$ cat config.mk
export PLATFORM = sky130hd
export DESIGN_NAME = reset_state_initializer
export DESIGN_NICKNAME = d
export VERILOG_FILES = /design/src/verilog/reset_state_pkg.sv /design/src/verilog/init_req_if.sv /design/src/verilog/reset_source_sync.sv /design/src/verilog/reset_state_initializer.sv
export SDC_FILE = /design/constraint.sdc
export NUM_CORES = 1
export LEC_CHECK = 0
export BUFFER_PORTS_ARGS = -buffer_cell sky130_fd_sc_hd__buf_2
export CAP_MARGIN = 20
export CORE_AREA = 10 10 184 186
export CTS_BUF_LIST = sky130_fd_sc_hd__clkbuf_16
export CTS_CLUSTER_SIZE = 40
export DETAILED_ROUTE_END_ITERATION = 7
export DIE_AREA = 0 0 194 196
export GPL_ROUTABILITY_DRIVEN = 0
export PLACE_DENSITY = 0.63
export SLEW_MARGIN = 20
export SYNTH_ARGS = -nofsm -noshare
export SYNTH_HDL_FRONTEND = slang
export SYNTH_SLANG_ARGS = --single-unit
$ cat constraint.sdc
create_clock -name i_mclk -period 1.24 [get_ports i_mclk]
set_input_delay 0.186 -clock i_mclk [delete_from_list [all_inputs] [get_ports i_mclk]]
set_output_delay 0.186 -clock i_mclk [all_outputs]
set_load 0.01 [all_outputs]
$ cat src/verilog/reset_state_pkg.sv
package reset_state_pkg;

    // ****************************************
    // port indices and widths
    // ****************************************
    localparam int NUM_PORTS = 8;
    localparam int PORT_W = 8;
    localparam logic [2:0] PORT_A = 3'h0;
    localparam logic [2:0] PORT_B = 3'h1;
    localparam logic [2:0] PORT_C = 3'h2;
    localparam logic [2:0] PORT_D = 3'h3;
    localparam logic [2:0] PORT_E = 3'h4;
    localparam logic [2:0] PORT_F = 3'h5;
    localparam logic [2:0] PORT_G = 3'h6;
    localparam logic [2:0] PORT_L = 3'h7;
    localparam int G_BIT_ZERO = 0;
    localparam int G_BIT_ONE = 1;
    localparam int G_BIT_TWO = 2;

    // ****************************************
    // values taken on initialization
    // ****************************************
    localparam logic [7:0] PORT_FLOAT = 8'h00;
    localparam logic [7:0] PORT_D_HIGH = 8'hFF;
    localparam logic [7:0] G_PULLUP_MASK = 8'h05;
    localparam logic [7:0] WDOG_BIT_MASK = 8'h02;
    localparam logic [7:0] CTRL_CLEAR = 8'h00;
    localparam logic [7:0] SP_RESET = 8'h6F;
    localparam logic [14:0] PC_RESET = 15'h0000;
    localparam logic [7:0] SIO_POWER_ON = 8'h00;
    // idle levels of the reset sources: pin high, brownout quiet
    localparam logic [1:0] SRC_IDLE = 2'h1;
    localparam int SRC_PIN = 0;
    localparam int SRC_BROWNOUT = 1;

    typedef enum logic [3:0] {
        SEL_PSW,
        SEL_MAIN_CTRL,
        SEL_INT_CTRL,
        SEL_TIMER_TWO,
        SEL_TIMER_THREE,
        SEL_HS_CONFIG,
        SEL_SERIAL,
        SEL_STACK,
        SEL_PC
    } reg_sel_t;

endpackage

$ cat src/verilog/init_req_if.sv
interface init_req_if;
    logic init_req;
    logic pin_low;
    logic brownout;

    modport src (
        output init_req,
        output pin_low,
        output brownout
    );

    modport dst (
        input init_req,
        input pin_low,
        input brownout
    );
endinterface

$ cat src/verilog/reset_source_sync.sv
module reset_source_sync (
    input wire logic i_mclk,
    input wire logic i_rst_n,
    input wire logic i_ce,
    input wire logic i_reset_pin_n,
    input wire logic i_brownout,
    init_req_if.src o_req
);

    logic [1:0] raw;
    logic [1:0] s1_q;
    logic [1:0] s2_q;
    logic [1:0] s3_q;
    logic [1:0] filt_q;

    assign raw = {i_brownout, i_reset_pin_n};

    // ****************************************
    // three-stage synchronisers with agreement filter
    // ****************************************
    // a level counts only once stages two and three agree, so a one-cycle
    // glitch that reaches stage two never reaches the filtered value
    for (genvar j = 0; j < 2; j++) begin : g_src
        always_ff @(posedge i_mclk) begin
            if (!i_rst_n) begin
                s1_q[j] <= reset_state_pkg::SRC_IDLE[j];
                s2_q[j] <= reset_state_pkg::SRC_IDLE[j];
                s3_q[j] <= reset_state_pkg::SRC_IDLE[j];
                filt_q[j] <= reset_state_pkg::SRC_IDLE[j];
            end else if (i_ce) begin
                s1_q[j] <= raw[j];
                s2_q[j] <= s1_q[j];
                s3_q[j] <= s2_q[j];
                if (s2_q[j] == s3_q[j]) begin
                    filt_q[j] <= s3_q[j];
                end
            end
        end
    end

    assign o_req.pin_low = !filt_q[reset_state_pkg::SRC_PIN];
    assign o_req.brownout = filt_q[reset_state_pkg::SRC_BROWNOUT];
    assign o_req.init_req = !filt_q[reset_state_pkg::SRC_PIN] || filt_q[reset_state_pkg::SRC_BROWNOUT];

endmodule

$ cat src/verilog/reset_state_initializer.sv
// Behaviour
// - ports float, port D driven high
// - watchdog enabled: port G bit one is watchdog
// - pull-up on G bits zero, two during reset
// - status, control, timer registers cleared
// - serial shift register kept on warm reset
// - serial register loaded with 00 hex on power-on
// - reset pin low or brownout initializes
// - stack pointer loaded with 6F hex
module reset_state_initializer #(
    parameter int PC_W = 15
) (
    input wire logic i_mclk,
    input wire logic i_rst_n,
    input wire logic i_ce,
    input wire logic i_reset_pin_n,
    input wire logic i_brownout,
    input wire logic i_watchdog_en,
    input wire logic i_wdog_level,
    input wire logic [63:0] i_port_oe,
    input wire logic [63:0] i_port_out,
    input wire logic [63:0] i_port_pullup,
    input wire logic i_wr_en,
    input wire reset_state_pkg::reg_sel_t i_wr_sel,
    input wire logic [15:0] i_wr_data,
    output logic o_init_active,
    output logic [63:0] o_port_oe,
    output logic [63:0] o_port_out,
    output logic [63:0] o_port_pullup,
    output logic [PC_W-1:0] o_program_counter,
    output logic [7:0] o_stack_pointer,
    output logic [7:0] o_processor_status_word,
    output logic [7:0] o_main_control_reg,
    output logic [7:0] o_interrupt_control_reg,
    output logic [7:0] o_timer_two_control_reg,
    output logic [7:0] o_timer_three_control_reg,
    output logic [7:0] o_high_speed_timer_config_reg,
    output logic [7:0] o_serial_shift_reg
);

    // the fetch address never exceeds fifteen bits, so wider counters are refused
    if (PC_W < 1 || PC_W > 15) begin : g_pc_w_check
        $error("PC_W must lie between 1 and 15");
    end

    init_req_if req_bus ();
    logic init;

    reset_source_sync u_sync (
        .i_mclk(i_mclk),
        .i_rst_n(i_rst_n),
        .i_ce(i_ce),
        .i_reset_pin_n(i_reset_pin_n),
        .i_brownout(i_brownout),
        .o_req(req_bus.src)
    );

    assign init = req_bus.init_req;

    always_ff @(posedge i_mclk) begin
        if (!i_rst_n) begin
            o_init_active <= 1'b1;
        end else if (i_ce) begin
            o_init_active <= init;
        end
    end

    // ****************************************
    // port pin state
    // ****************************************
    for (genvar p = 0; p < reset_state_pkg::NUM_PORTS; p++) begin : g_port
        localparam logic [7:0] INIT_DRV = (p == int'(reset_state_pkg::PORT_D)) ?
            reset_state_pkg::PORT_D_HIGH : reset_state_pkg::PORT_FLOAT;
        localparam logic [7:0] INIT_PU = (p == int'(reset_state_pkg::PORT_G)) ?
            reset_state_pkg::G_PULLUP_MASK : reset_state_pkg::PORT_FLOAT;
        localparam logic [7:0] WD_MASK = (p == int'(reset_state_pkg::PORT_G)) ?
            reset_state_pkg::WDOG_BIT_MASK : reset_state_pkg::PORT_FLOAT;
        logic [7:0] oe_d;
        logic [7:0] out_d;
        logic [7:0] pu_d;
        logic [7:0] wd;

        always_comb begin
            wd = i_watchdog_en ? WD_MASK : 8'h00;
            if (init) begin
                oe_d = INIT_DRV;
                out_d = INIT_DRV;
                // bits zero and two pulled up
                pu_d = INIT_PU;
            end else begin
                oe_d = i_port_oe[p*8 +: 8];
                out_d = i_port_out[p*8 +: 8];
                pu_d = i_port_pullup[p*8 +: 8];
            end
            // watchdog owns bit one of port G
            oe_d = (oe_d & ~wd) | wd;
            out_d = (out_d & ~wd) | (i_wdog_level ? wd : 8'h00);
            pu_d = pu_d | wd;
        end

        // the power-on reset can only load constants, so the watchdog
        // takes its pin from the first enabled edge after its release
        always_ff @(posedge i_mclk) begin
            if (!i_rst_n) begin
                o_port_oe[p*8 +: 8] <= INIT_DRV;
                o_port_out[p*8 +: 8] <= INIT_DRV;
                o_port_pullup[p*8 +: 8] <= INIT_PU;
            end else if (i_ce) begin
                o_port_oe[p*8 +: 8] <= oe_d;
                o_port_out[p*8 +: 8] <= out_d;
                o_port_pullup[p*8 +: 8] <= pu_d;
            end
        end
    end

    // ****************************************
    // core registers
    // ****************************************
    always_ff @(posedge i_mclk) begin
        if (!i_rst_n || (i_ce && init)) begin
            o_program_counter <= reset_state_pkg::PC_RESET[PC_W-1:0];
            o_stack_pointer <= reset_state_pkg::SP_RESET;
            o_processor_status_word <= reset_state_pkg::CTRL_CLEAR;
            o_main_control_reg <= reset_state_pkg::CTRL_CLEAR;
            o_interrupt_control_reg <= reset_state_pkg::CTRL_CLEAR;
            o_timer_two_control_reg <= reset_state_pkg::CTRL_CLEAR;
            o_timer_three_control_reg <= reset_state_pkg::CTRL_CLEAR;
            o_high_speed_timer_config_reg <= reset_state_pkg::CTRL_CLEAR;
        end else if (i_ce && i_wr_en) begin
            unique case (i_wr_sel)
                reset_state_pkg::SEL_PSW: o_processor_status_word <= i_wr_data[7:0];
                reset_state_pkg::SEL_MAIN_CTRL: o_main_control_reg <= i_wr_data[7:0];
                reset_state_pkg::SEL_INT_CTRL: o_interrupt_control_reg <= i_wr_data[7:0];
                reset_state_pkg::SEL_TIMER_TWO: o_timer_two_control_reg <= i_wr_data[7:0];
                reset_state_pkg::SEL_TIMER_THREE: o_timer_three_control_reg <= i_wr_data[7:0];
                reset_state_pkg::SEL_HS_CONFIG: o_high_speed_timer_config_reg <= i_wr_data[7:0];
                reset_state_pkg::SEL_STACK: o_stack_pointer <= i_wr_data[7:0];
                reset_state_pkg::SEL_PC: o_program_counter <= i_wr_data[PC_W-1:0];
                reset_state_pkg::SEL_SERIAL: ;
                default: ;
            endcase
        end
    end

    // serial shift register: only power-on reset touches it; its value
    // then is 00 hex, and a warm reset leaves it as it was
    always_ff @(posedge i_mclk) begin
        if (!i_rst_n) begin
            o_serial_shift_reg <= reset_state_pkg::SIO_POWER_ON;
        end else if (i_ce && !init && i_wr_en && i_wr_sel == reset_state_pkg::SEL_SERIAL) begin
            o_serial_shift_reg <= i_wr_data[7:0];
        end
    end

    logic [7:0] g_port_oe;
    logic [7:0] g_port_pu;
    logic [7:0] d_port_out;
    assign g_port_oe = o_port_oe[int'(reset_state_pkg::PORT_G)*8 +: 8];
    assign g_port_pu = o_port_pullup[int'(reset_state_pkg::PORT_G)*8 +: 8];
    assign d_port_out = o_port_out[int'(reset_state_pkg::PORT_D)*8 +: 8];
endmodule

# Word-level counts from Yosys, hierarchy flattened
# Cells that the tools add are included.
[classes]
eq_ne = 10
muxes = 26
n_bitwise = 6
n_reduce_logical = 21
[op_table]
columns = ["op", "n"]
rows = [
  ["8-bit 2-to-1 mux", 24],
  ["8-bit by 2-bit OR with 8-bit output", 3],
  ["2-bit AND reduction", 10],
  ["8-bit bitwise AND", 2],
  ["4-bit by 3-bit == test with 1-bit output, second input constant", 4],
  ["4-bit by 2-bit == test with 1-bit output, second input constant", 2],
  ["2-bit NOT with 8-bit output", 1],
  ["1-bit logical AND", 5],
  ["4-bit by 1-bit == test with 1-bit output, second input constant", 1],
  ["4-bit == test, second input constant", 1],
  ["4-bit logical NOT", 1],
  ["2-bit 2-to-1 mux", 2],
  ["1-bit logical NOT", 3],
  ["1-bit == test", 2],
  ["1-bit logical OR", 2],
]
[totals]
regBits = 280
inputBits = 220

# Depth between registers and ports, before layout
# Gate-level depths: netlist of the first run.
[depth]
word_depth = 6
depth_mapped = 6
depth_no_buf = 3

# Modules after synthesis
# Synthesis of the first run repeated with hierarchy kept, for this count alone.
[unflattened]
cells_unflattened = 1166
area_unflattened_um2 = 10752.8
[modules_own_cells]
columns = ["mod", "instances", "cells_per_inst", "area_per_inst_um2", "seq_area_each_um2"]
rows = [
  ["reset_state_initializer", 1, 1133, 10430.0, 5445.2],
  ["reset_source_sync", 1, 33, 322.8, 160.2],
]

# Worst setup path after synthesis of the first run
# No wires, ideal clock.
[synth_path]
kind = "register to register"
startpoint = "register u_sync.filt_q[0]"
endpoint = "register o_high_speed_timer_config_reg[0]"
setup_ns = 0.134
t_arrival_ns = 1.083
required_ns = 1.106
path_slack_ns = 0.023
stages_incl_launch_ff = 6
n_path_buf = 2
path_cell_list = "dfxtp_1 > nor2b_1 > buf_2 > buf_6 > o21bai_1 > mux2i_1"
[synth_between]
elab_chain_cells = 4
[synth_rtl]
columns = ["element", "line_no", "rtl"]
rows = [
  ["start, declared", "reset_source_sync.sv:14", "logic [1:0] filt_q;"],
  ["start signal, assigned by index", "reset_source_sync.sv:29", "filt_q[j] <= reset_state_pkg::SRC_IDLE[j];"],
  ["start signal, assigned by index", "reset_source_sync.sv:35", "filt_q[j] <= s3_q[j];"],
  ["1-bit logical NOT", "n/a", ""],
  ["1-bit logical OR", "reset_source_sync.sv:43", "assign o_req.init_req = !filt_q[reset_state_pkg::SRC_PIN] || filt_q[reset_state_pkg::SRC_BROWNOUT];"],
  ["1-bit logical AND", "reset_state_initializer.sv:120", "if (!i_rst_n || (i_ce && init)) begin"],
  ["1-bit logical OR", "reset_state_initializer.sv:120", ""],
  ["end signal, assigned", "reset_state_initializer.sv:128", "o_high_speed_timer_config_reg <= reset_state_pkg::CTRL_CLEAR;"],
  ["end signal, assigned", "reset_state_initializer.sv:136", "reset_state_pkg::SEL_HS_CONFIG: o_high_speed_timer_config_reg <= i_wr_data[7:0];"],
  ["end, declared", "reset_state_initializer.sv:37", "output logic [7:0] o_high_speed_timer_config_reg,"],
]
# Every way passes these cells.
# A chain may end at the register's enable or synchronous reset.

# Worst setup path after layout of the first run
[layout_path]
startpoint = "register u_sync.filt_q[1], in the netlist u_sync.o_req.brownout"
endpoint = "register o_port_oe[39]"
[layout_between]
elab_chain_cells = 2
[layout_rtl]
columns = ["element", "line_no", "rtl"]
rows = [
  ["1-bit logical OR", "reset_source_sync.sv:43", ""],
  ["8-bit 2-to-1 mux", "reset_state_initializer.sv:85", "if (init) begin"],
  ["end signal, assigned by index", "reset_state_initializer.sv:105", "o_port_oe[p*8 +: 8] <= INIT_DRV;"],
  ["end signal, assigned by index", "reset_state_initializer.sv:109", "o_port_oe[p*8 +: 8] <= oe_d;"],
  ["end, declared", "reset_state_initializer.sv:27", "output logic [63:0] o_port_oe,"],
]
# Every way passes these cells.

==> flow_summary_export.csv, run 1 <==
group,metric,value,unit
outcome,status,"complete, but fails checks",
outcome,violations,"negative setup slack",
worst_setup_path,rr_worst_depth,5,
cells_and_area,top_regs,"o_port_oe (56), o_port_out (56), o_port_pullup (56)",
die,floorplan.initialDensity,34.46,%
cts,cts_tree,"done",
synth,synthXorXnorAreaFrac,0,%
worst_setup_path,r2r_slack,-210,ps
worst_setup_path,crit_required,1680,ps
synth,synth_warnings,0,
synth,ys_types,35,
timing,post-route-period-util,117.0,%
worst_hold_path,hp-class,"input pin to flop",
cts,cts-buffers-inserted,30,
global_route,grt_pass1_vias,11517,
power_and_ir_drop,clockPowerShare,37.9,%
global_route,antenna_found_initial,4,
drt,postRouteAntennaNets,0,
die,fp.dieH,196,um
timing,worstMarginPinSlew,335.3,ps
run,cap_violations,0,
timing,rsz0062_at_grt,"true",
timing,report.final.slew_viol_count,0,
drt,drt-total-wl,49230,um
power_and_ir_drop,seq_power_share,45.0,%
synth,synth_top_area_share,53.74,%
timing,min_period,1450,ps
timing,hold_violations,0,
synth,ys_seq_area_share,53.74,%
synth,netlist_instances,997,
cells_and_area,final_core_util,63.26,%
place,dpl.hpwl,28840,um
drt,drtIter0Drc,582,
worst_hold_path,whs_path_depth,2,
worst_setup_path,crit_path_max_fanout,7,
synth,netlist_area,10430,um2
cells_and_area,layout-drive-gt1-share,53.92,%
cells_and_area,layout_commonest_cell,"buf_2",
drt,num_vias,11371,
cells_and_area,fin_nets,1974,
synth,synthMuxAreaShare,6.334,%
synth,synth_compound_area_share,20.48,%
cts,path_clk_slew,60,ps
power_and_ir_drop,internal_power,15.90,mW
worst_setup_path,endpoint_kind,"flop",
drt,dr.pass1.iters,7,
synth,synthTopCellsByArea,"dfxtp_1 (54%), a22oi_1 (12%), nor2b_1 (11%)",
synth,synthSimpleGateAreaFrac,14.79,%
drt,wl_per_cell,22.65,um
cells_and_area,most-common-layout-cells,"buf_2 (374), dlygate4sd3_1 (215), dfxtp_2 (177), nor2b_1 (175), a22oi_2 (103)",
timing,setup_ws,-210.5,ps
die,io_pins,492,
timing,finalSetupViolations,256,
synth,syn-num-nets,1217,
power_and_ir_drop,total_power,21.58,mW
power_and_ir_drop,p_per_area,1127,nW/um2
cts,cts_buffer_depth,3,
timing,fmax,689.4,MHz
synth,synth_async_sr_flop_share,0,%
power_and_ir_drop,netSwitchingPower,5.675,mW
worst_setup_path,rr_endpoint,"o_port_oe[39]$_SDFFE_PN0P_",
worst_setup_path,cp-start-kind,"flop",
timing,fin_skew,11.14,ps
worst_hold_path,min_to,"g_port_oe[1]$_SDFFE_PN0P_",
global_route,grt_max_degree,60,
worst_setup_path,r2r-start,"u_sync.o_req.brownout$_SDFFE_PN0P_",
die,die_x,194,um
synth,ys.flop_type,"dfxtp_1",
cts,clkSinkCount,280,
timing,slew_headroom,77.41,%
die,fp-row-count,64,
power_and_ir_drop,vdd_drop_max,1062,uV
cts,htreeDepth,1,
synth,synth_top_family_by_area,"compound AO/OA/AOI/OAI gates",
cells_and_area,area_growth,83.58,%
synth,synth_edf_count,0,
power_and_ir_drop,switching_share,26.30,%
drt,drc,0,
cts,clock_latency,550,ps
drt,viasPerCell,5.233,
synth,synth_area_leader_cell,"dfxtp_1",
global_route,grt_pass1_wl,66140,um
power_and_ir_drop,p_leak,8.643,nW
place,port_buffers,490,
synth,syn-mean-instance-area,10.46,um2
worst_hold_path,hp-start,"i_rst_n",
synth,synth_fa_ha_area_share,0,%
die,core-area,30270,um2
worst_setup_path,crit_type,"flop to flop",
synth,synth-seq-cells,280,
global_route,grt-ovfl-total,0,
power_and_ir_drop,p_comb_share,17.1,%
cts,root_buffer,"clkbuf_16",
worst_setup_path,crit_arrival,1890,ps
global_route,track_usage,21.00,%
die,die_area,38020,um2
## metal layers
metal	wire [um]	GRT usage (%)	share of wire, %
met5	0	0	0
met2	25190	36.52	51
met4	2015	7.894	4.1
met1	18300	23.62	37
met3	3719	6.564	7.6
## logic make-up (layout without fill, tap and decap cells)
kind of cell	count (synthesis)	in the layout
AO/OA/AOI/OAI	295	295
AND/OR/NAND/NOR	257	257
buffers and inverters	99	875
multiplexers	66	66
other	0	4
flip-flops	280	280
## synth_stat cells (2+ instances only)
library cell  count
and3_1            2
buf_4             8
nand2b_1          2
a21boi_0          4
a22oi_1         171
o211ai_1         50
a21oi_1          18
nand3_1          15
and4_1            6
o22ai_1          18
buf_6             2
clkbuf_1         33
nand2_2           3
nand2_1          40
dfxtp_1         280
nand3_2           2
o21ai_0          16
o21bai_1          2
mux2i_1          66
buf_2            54
o21bai_2          6
nand3b_1          4
a21o_1            2
nor2b_1         177
a211o_1           6
## worst max-delay path by stage
stage                                        from                                       endpoint  slack (ps)
6_report       u_sync.o_req.brownout$_SDFFE_PN0P_                     o_port_oe[39]$_SDFFE_PN0P_        -210
5_1_grt        u_sync.o_req.brownout$_SDFFE_PN0P_                    o_port_out[63]$_SDFFE_PN0P_        -250
4_1_cts        u_sync.o_req.brownout$_SDFFE_PN0P_        o_timer_two_control_reg[3]$_SDFFE_PP0P_         -80
3_5_place_dp   u_sync.o_req.brownout$_SDFFE_PN0P_                    o_port_out[49]$_SDFFE_PN0P_        -160
3_3_place_gp   u_sync.o_req.brownout$_SDFFE_PN0P_                    o_port_out[49]$_SDFFE_PN0P_        -140
2_1_floorplan       u_sync.filt_q[0]$_SDFFE_PN1P_  o_high_speed_timer_config_reg[0]$_SDFFE_PP0P_          20
## metrics by stage
stage / TNS (ps) / cells / setup WS (ps) / hold slack, ps / cell area [um2]
floorplan: 0 / 997 / 23.31 / 314.0 / 10430
global placement: -16560 / 1863 / -138.1 / 403.4 / 13790
detailed placement: -21080 / 1863 / -164.7 / 414.6 / 13790
CTS: -4405 / 2138 / -78.07 / -20.36 / 17480
global route: -36530 / 2173 / -248.6 / 9.494 / 19150
finish: -21220 / 2173 / -210.5 / 11.18 / 19150
## power by group through the flow
| stage | combinational, mW | clock [mW] | sequential, mW |
|---|---|---|---|
| after floorplan | 0.955 | 0 | 9.93 |
| after global placement | 2.34 | 0 | 9.75 |
| after detailed placement | 2.37 | 0 | 9.76 |
| after CTS | 3.05 | 8.24 | 9.59 |
| after global routing | 3.90 | 8.57 | 9.74 |
| final | 3.68 | 8.18 | 9.71 |
## repair_timing
item	4_1_cts	5_1_grt
cloned	4	19
endpoints found under the setup margin	322	389
pin swaps	4	96
gates resized for setup	150	315
hold buffers	214	1
setup buffers	8	12
hold endpoints to repair	213	1
## critical path, cell delays in order, from the launching register on
cell     delay [ps]
dfxtp_2         330
and3b_4         370
buf_12          170
buf_12          140
a22oi_2          80
nor2b_1         260
## layout make-up
type	instances	area (um2)
fillers	2194	11120
repair buffers	823	6972
flip-flops and latches	280	5842
multi-input cells	618	4951
clock buffers	31	775.7
well taps	396	495.5
clock inverters	20	92.59
diodes	4	10.01
inverters	1	8.758
(Power assumes the default switching activity.)
==> inputs of run 2 (changes only) <==
==> constraint.sdc (replaced) <==
create_clock -name i_mclk -period 1.3 [get_ports i_mclk]
set_input_delay 0.195 -clock i_mclk [delete_from_list [all_inputs] [get_ports i_mclk]]
set_output_delay 0.195 -clock i_mclk [all_outputs]
set_load 0.01 [all_outputs]
==> flow_summary_export.csv, run 2 (same netlist as run 1, synthesis figures left out) <==
group,metric,value,unit
outcome,status,"complete, but fails checks",
outcome,violations,"negative setup slack",
global_route,grt-ovfl-total,0,
place,dpl.hpwl,28260,um
drt,drc,0,
power_and_ir_drop,total_power,20.83,mW
drt,wl_per_cell,19.92,um
die,die_x,194,um
cells_and_area,fillers,2517,
global_route,grt_max_degree,85,
timing,rsz0062_at_grt,"true",
cts,cts-buffers-inserted,31,
global_route,grt_pass1_vias,11108,
die,fp-row-count,64,
worst_setup_path,endpoint_kind,"flop",
drt,num_vias,10793,
worst_setup_path,crit_required,1780,ps
cells_and_area,area_growth,64.28,%
worst_setup_path,crit_type,"flop to flop",
cts,path_clk_slew,60,ps
worst_setup_path,startpoint,"u_sync.o_req.brownout$_SDFFE_PN0P_",
cts,htreeDepth,1,
global_route,track_usage,20.32,%
drt,postRouteAntennaNets,0,
cells_and_area,layout-drive-gt1-share,38.64,%
drt,dr.pass1.iters,5,
global_route,antenna_found_initial,5,
die,die_area,38020,um2
cts,clock_latency,560,ps
worst_setup_path,r2r_slack,-30,ps
cts,cts_tree,"done",
timing,report.final.slew_viol_count,0,
place,port_buffers,490,
cts,cts_buffer_depth,3,
worst_setup_path,crit_arrival,1810,ps
cells_and_area,top_regs,"o_port_oe (56), o_port_out (56), o_port_pullup (56)",
worst_setup_path,rr_endpoint,"o_port_pullup[34]$_SDFFE_PN0P_",
timing,setup_ws,-34.24,ps
timing,hold_violations,0,
power_and_ir_drop,p_leak,8.090,nW
worst_setup_path,r2r-start,"u_sync.o_req.brownout$_SDFFE_PN0P_",
worst_setup_path,rr_worst_depth,5,
die,floorplan.initialDensity,34.46,%
cts,clkSinkCount,280,
place,pre_cts_slack,-111.4,ps
global_route,grt_pass1_wl,63960,um
timing,final.setup.tns,-123.6,ps
power_and_ir_drop,p_per_area,1216,nW/um2
worst_setup_path,crit_end,"o_port_pullup[34]$_SDFFE_PN0P_",
die,io_pins,492,
run,cap_violations,0,
cts,root_buffer,"clkbuf_16",
worst_setup_path,cp-start-kind,"flop",
die,fp.dieH,196,um
worst_setup_path,crit_path_max_fanout,37,
die,core-area,30270,um2
drt,viasPerCell,5.067,
cells_and_area,layout_commonest_cell,"buf_2",
timing,finalSetupViolations,6,
timing,fin_skew,12.40,ps
timing,slew_headroom,68.09,%
cells_and_area,fin_nets,1925,
worst_hold_path,hp-class,"input pin to flop",
power_and_ir_drop,vdd_drop_max,1085,uV
drt,drt-total-wl,42430,um
drt,drtIter0Drc,731,
timing,fmax,749.5,MHz
timing,min_period,1334,ps
timing,post-route-period-util,102.6,%
timing,worstMarginPinSlew,478.6,ps
cells_and_area,most-common-layout-cells,"buf_2 (480), dfxtp_1 (244), dlygate4sd3_1 (211), nor2b_1 (175), a22oi_1 (163)",
-- run 2: worst min-delay path by stage --
| stage | from | to | slack [ps] | cells past startpoint |
|---|---|---|---|---|
| final | i_wdog_level | o_port_out[49]$_SDFFE_PN0P_ | 80 | 4 |
| after global routing | i_wdog_level | o_port_out[49]$_SDFFE_PN0P_ | 80 | 4 |
| after CTS | i_wdog_level | o_port_out[49]$_SDFFE_PN0P_ | 50 | 4 |
| after detailed placement | i_reset_pin_n | u_sync.s1_q[0]$_SDFFE_PN1P_ | 420 | 3 |
| after global placement | i_reset_pin_n | u_sync.s1_q[0]$_SDFFE_PN1P_ | 410 | 3 |
| after floorplan | i_reset_pin_n | u_sync.s1_q[0]$_SDFFE_PN1P_ | 320 | 2 |
-- run 2: worst max-delay path: stages, from the launching register on --
cell     delay, ps
dfxtp_2        330
and3b_4        320
buf_12         140
buf_16         210
a22oi_1        100
nor2b_1        150
-- run 2: report_power, final --
part / internal [mW] / leakage, nW / switching (mW)
Combinational: 1.49 / 5.26 / 1.34
Sequential: 8.95 / 2.31 / 0.208
Clock: 5.29 / 0.520 / 3.54
Total: 15.7 / 8.09 / 5.09
-- run 2: metal layers --
layer | vias to the layer above | GRT usage [%] | wire, um | share of wire [%]
li1 | 5014 | - | - | -
met1 | 5182 | 23.36 | 16470 | 39
met2 | 493 | 34.50 | 20760 | 49
met3 | 102 | 6.684 | 3727 | 8.8
met4 | 2 | 7.552 | 1458 | 3.4
met5 | - | 0 | 13 | 0.031
-- run 2: cell type report --
type                    count  area (um2)  area share, %
clock inverters            26       249.0          1.453
flip-flops and latches    280        5650          32.98
diodes                      5       12.51        0.07302
well taps                 396       495.5          2.892
clock buffers              31       775.7          4.528
multi-input cells         618        4415          25.77
repair buffers            773        5527          32.26
inverters                   1       8.758        0.05112
-- run 2: what timing repair did --
action,4_1_cts,5_1_grt
setup endpoints to repair,216,199
cloned,0,5
pin swaps,0,1
gates resized for setup,25,51
hold buffers,211,0
buffers inserted,5,2
hold endpoints to repair,217,0
-- run 2: per-stage QoR --
step	hold WS (ps)	utilization, %	instances	area (um2)
floorplan	323.0	-	997	10430
global placement	412.4	44.99	1845	13620
detailed placement	419.6	44.99	1845	13620
CTS	47.98	55.75	2118	16870
global route	81.89	56.60	2129	17130
finish	77.59	56.61	2130	17130
==> inputs of run 3 (changes only) <==
--- a/config.mk
+++ b/config.mk
@@ -14,6 +14,7 @@
 export DIE_AREA = 0 0 194 196
 export GPL_ROUTABILITY_DRIVEN = 0
 export PLACE_DENSITY = 0.63
+export SETUP_SLACK_MARGIN = 0.5
 export SLEW_MARGIN = 20
 export SYNTH_ARGS = -nofsm -noshare
 export SYNTH_HDL_FRONTEND = slang
==> flow_summary_export.csv, run 3 (same netlist as run 1, synthesis figures left out) <==
group,metric,value,unit
power_and_ir_drop,p_comb_share,17.5,%
worst_setup_path,slowest_delay,340,ps
drt,postRouteAntennaNets,0,
place,dpl.hpwl,30130,um
drt,dr.pass1.iters,5,
drt,drc,0,
worst_setup_path,crit_path_max_fanout,12,
place,pre_cts_slack,-111.9,ps
cts,htreeDepth,1,
cts,root_buffer,"clkbuf_16",
timing,min_period,1424,ps
power_and_ir_drop,vdd_drop_max,999.0,uV
outcome,violations,"negative setup slack",
die,fp.dieH,196,um
worst_setup_path,rr_worst_depth,5,
cts,cts_buffer_depth,3,
timing,slew_headroom,69.85,%
timing,report.final.slew_viol_count,0,
power_and_ir_drop,clockPowerShare,39.7,%
cts,path_clk_slew,60,ps
die,die_x,194,um
worst_setup_path,crit_family,"simple AND/OR/NAND/NOR gates",
cts,cts-buffers-inserted,30,
cells_and_area,area_growth,92.21,%
global_route,antenna_found_initial,1,
drt,wl_per_cell,22.17,um
cts,clkSinkCount,280,
outcome,status,"complete, but fails checks",
die,core-area,30270,um2
die,fp-row-count,64,
cts,cts_tree,"done",
worst_setup_path,crit_type,"flop to flop",
global_route,grt_max_degree,57,
worst_hold_path,hp-class,"input pin to flop",
global_route,track_usage,22.00,%
timing,rsz0062_at_grt,"true",
worst_setup_path,crit_required,1760,ps
worst_hold_path,whs_path_depth,3,
worst_setup_path,cp-start-kind,"flop",
power_and_ir_drop,internal_power,16.15,mW
worst_setup_path,endpoint_kind,"flop",
timing,post-route-period-util,109.6,%
global_route,grt-ovfl-total,0,
timing,final.setup.tns,-4009,ps
cells_and_area,top_regs,"o_port_oe (56), o_port_out (56), o_port_pullup (56)",
cells_and_area,layout-drive-gt1-share,57.64,%
run,cap_violations,0,
drt,drt-total-wl,49310,um
timing,fmax,702.1,MHz
cells_and_area,fin_nets,2024,
die,die_area,38020,um2
power_and_ir_drop,switching_share,25.36,%
drt,viasPerCell,5.189,
drt,num_vias,11541,
die,floorplan.initialDensity,34.46,%
power_and_ir_drop,netSwitchingPower,5.486,mW
cts,clock_latency,560,ps
die,io_pins,492,
timing,hold_violations,0,
timing,finalSetupViolations,135,
power_and_ir_drop,p_per_area,1079,nW/um2
global_route,grt_pass1_wl,68160,um
worst_setup_path,crit_arrival,1890,ps
worst_setup_path,cp_num_buf_inv,2,
power_and_ir_drop,seq_power_share,42.9,%
worst_setup_path,crit_chain,"and3b_4, buf_12, buf_16, a22oi_2, nor2b_1",
global_route,grt_pass1_vias,11653,
drt,drtIter0Drc,488,
power_and_ir_drop,p_leak,8.966,nW
timing,worstMarginPinSlew,452.0,ps
timing,setup_ws,-124.4,ps
worst_setup_path,crit_slowest_cell,"dfxtp_2",
timing,whs,43.25,ps
power_and_ir_drop,total_power,21.63,mW
worst_setup_path,cp.depth,5,
place,port_buffers,490,
timing,fin_skew,19.70,ps
cells_and_area,most-common-layout-cells,"buf_2 (346), dlygate4sd3_1 (215), nor2b_1 (176), a22oi_2 (171), buf_6 (145)",
cells_and_area,layout_commonest_cell,"buf_2",
-- run 3: changes by cell type in the layout (fill, tap and decap cells not counted), moves of 9 or more --
cell and change:
a21oi_2 +9, buf_4 +77, dfxtp_2 +104, buf_2 -134, a22oi_1 -163, o22ai_1 -10
buf_6 +136, o22ai_2 +10, dfxtp_1 -107, a22oi_2 +163, a21oi_1 -9
-- run 3: repair_timing --
action	4_1_cts	5_1_grt
hold buffers	215	0
cloned	4	5
endpoints found under the hold margin	217	0
resized for setup	162	191
pin swaps	24	3
setup buffers	43	54
setup endpoints to repair	546	546
-- run 3: layout make-up --
type,count,area (um2)
timing repair buffer,873,7396
multi-input combinational,618,5364
clock buffer,31,775.7
inverter,1,16.27
clock inverter,24,206.4
fill,2044,10220
tap,396,495.5
antenna,1,2.502
sequential,280,5792
-- run 3: routing by layer --
layer / vias to the layer above / track usage (%) / share of wire [%]
met4: 0 / 8.435 / 4.1
met5: - / 0 / 0
li1: 5233 / - / -
met2: 533 / 38.67 / 51
met1: 5649 / 24.85 / 37
met3: 126 / 6.036 / 7.7
-- run 3: power groups by stage --
stage / clock (mW) / sequential, mW / combinational (mW)
floorplan: 0 / 9.52 / 1.29
global placement: 0 / 9.34 / 2.58
detailed placement: 0 / 9.37 / 2.60
CTS: 8.74 / 9.20 / 3.37
global route: 9.10 / 9.30 / 4.00
finish: 8.58 / 9.27 / 3.78
-- run 3: per-stage QoR --
stage	std cells	cell area (um2)	util [%]
detailed placement	1847	14730	48.68
global placement	1847	14730	48.68
global route	2224	20050	66.23
floorplan	997	11750	-
finish	2224	20050	66.23
CTS	2164	18860	62.29
-- run 3: final timing paths --
| kind | startpoint | to | slack [ps] |
|---|---|---|---|
| worst max-delay path | u_sync.o_req.brownout$_SDFFE_PN0P_ | o_port_oe[59]$_SDFFE_PN0P_ | -120 |
| worst min-delay path | i_rst_n | o_serial_shift_reg[2]$_SDFFE_PN0P_ | 40 |
| worst max register to register | u_sync.o_req.brownout$_SDFFE_PN0P_ | o_port_oe[59]$_SDFFE_PN0P_ | -120 |
| worst min register to register | u_sync.s1_q[0]$_SDFFE_PN1P_ | u_sync.s1_q[0]$_SDFFE_PN1P_ | 460 |
-- run 3: worst min-delay path: stages --
cell	delay, ps
buf_6	180
nand2_1	100
mux2i_1	50
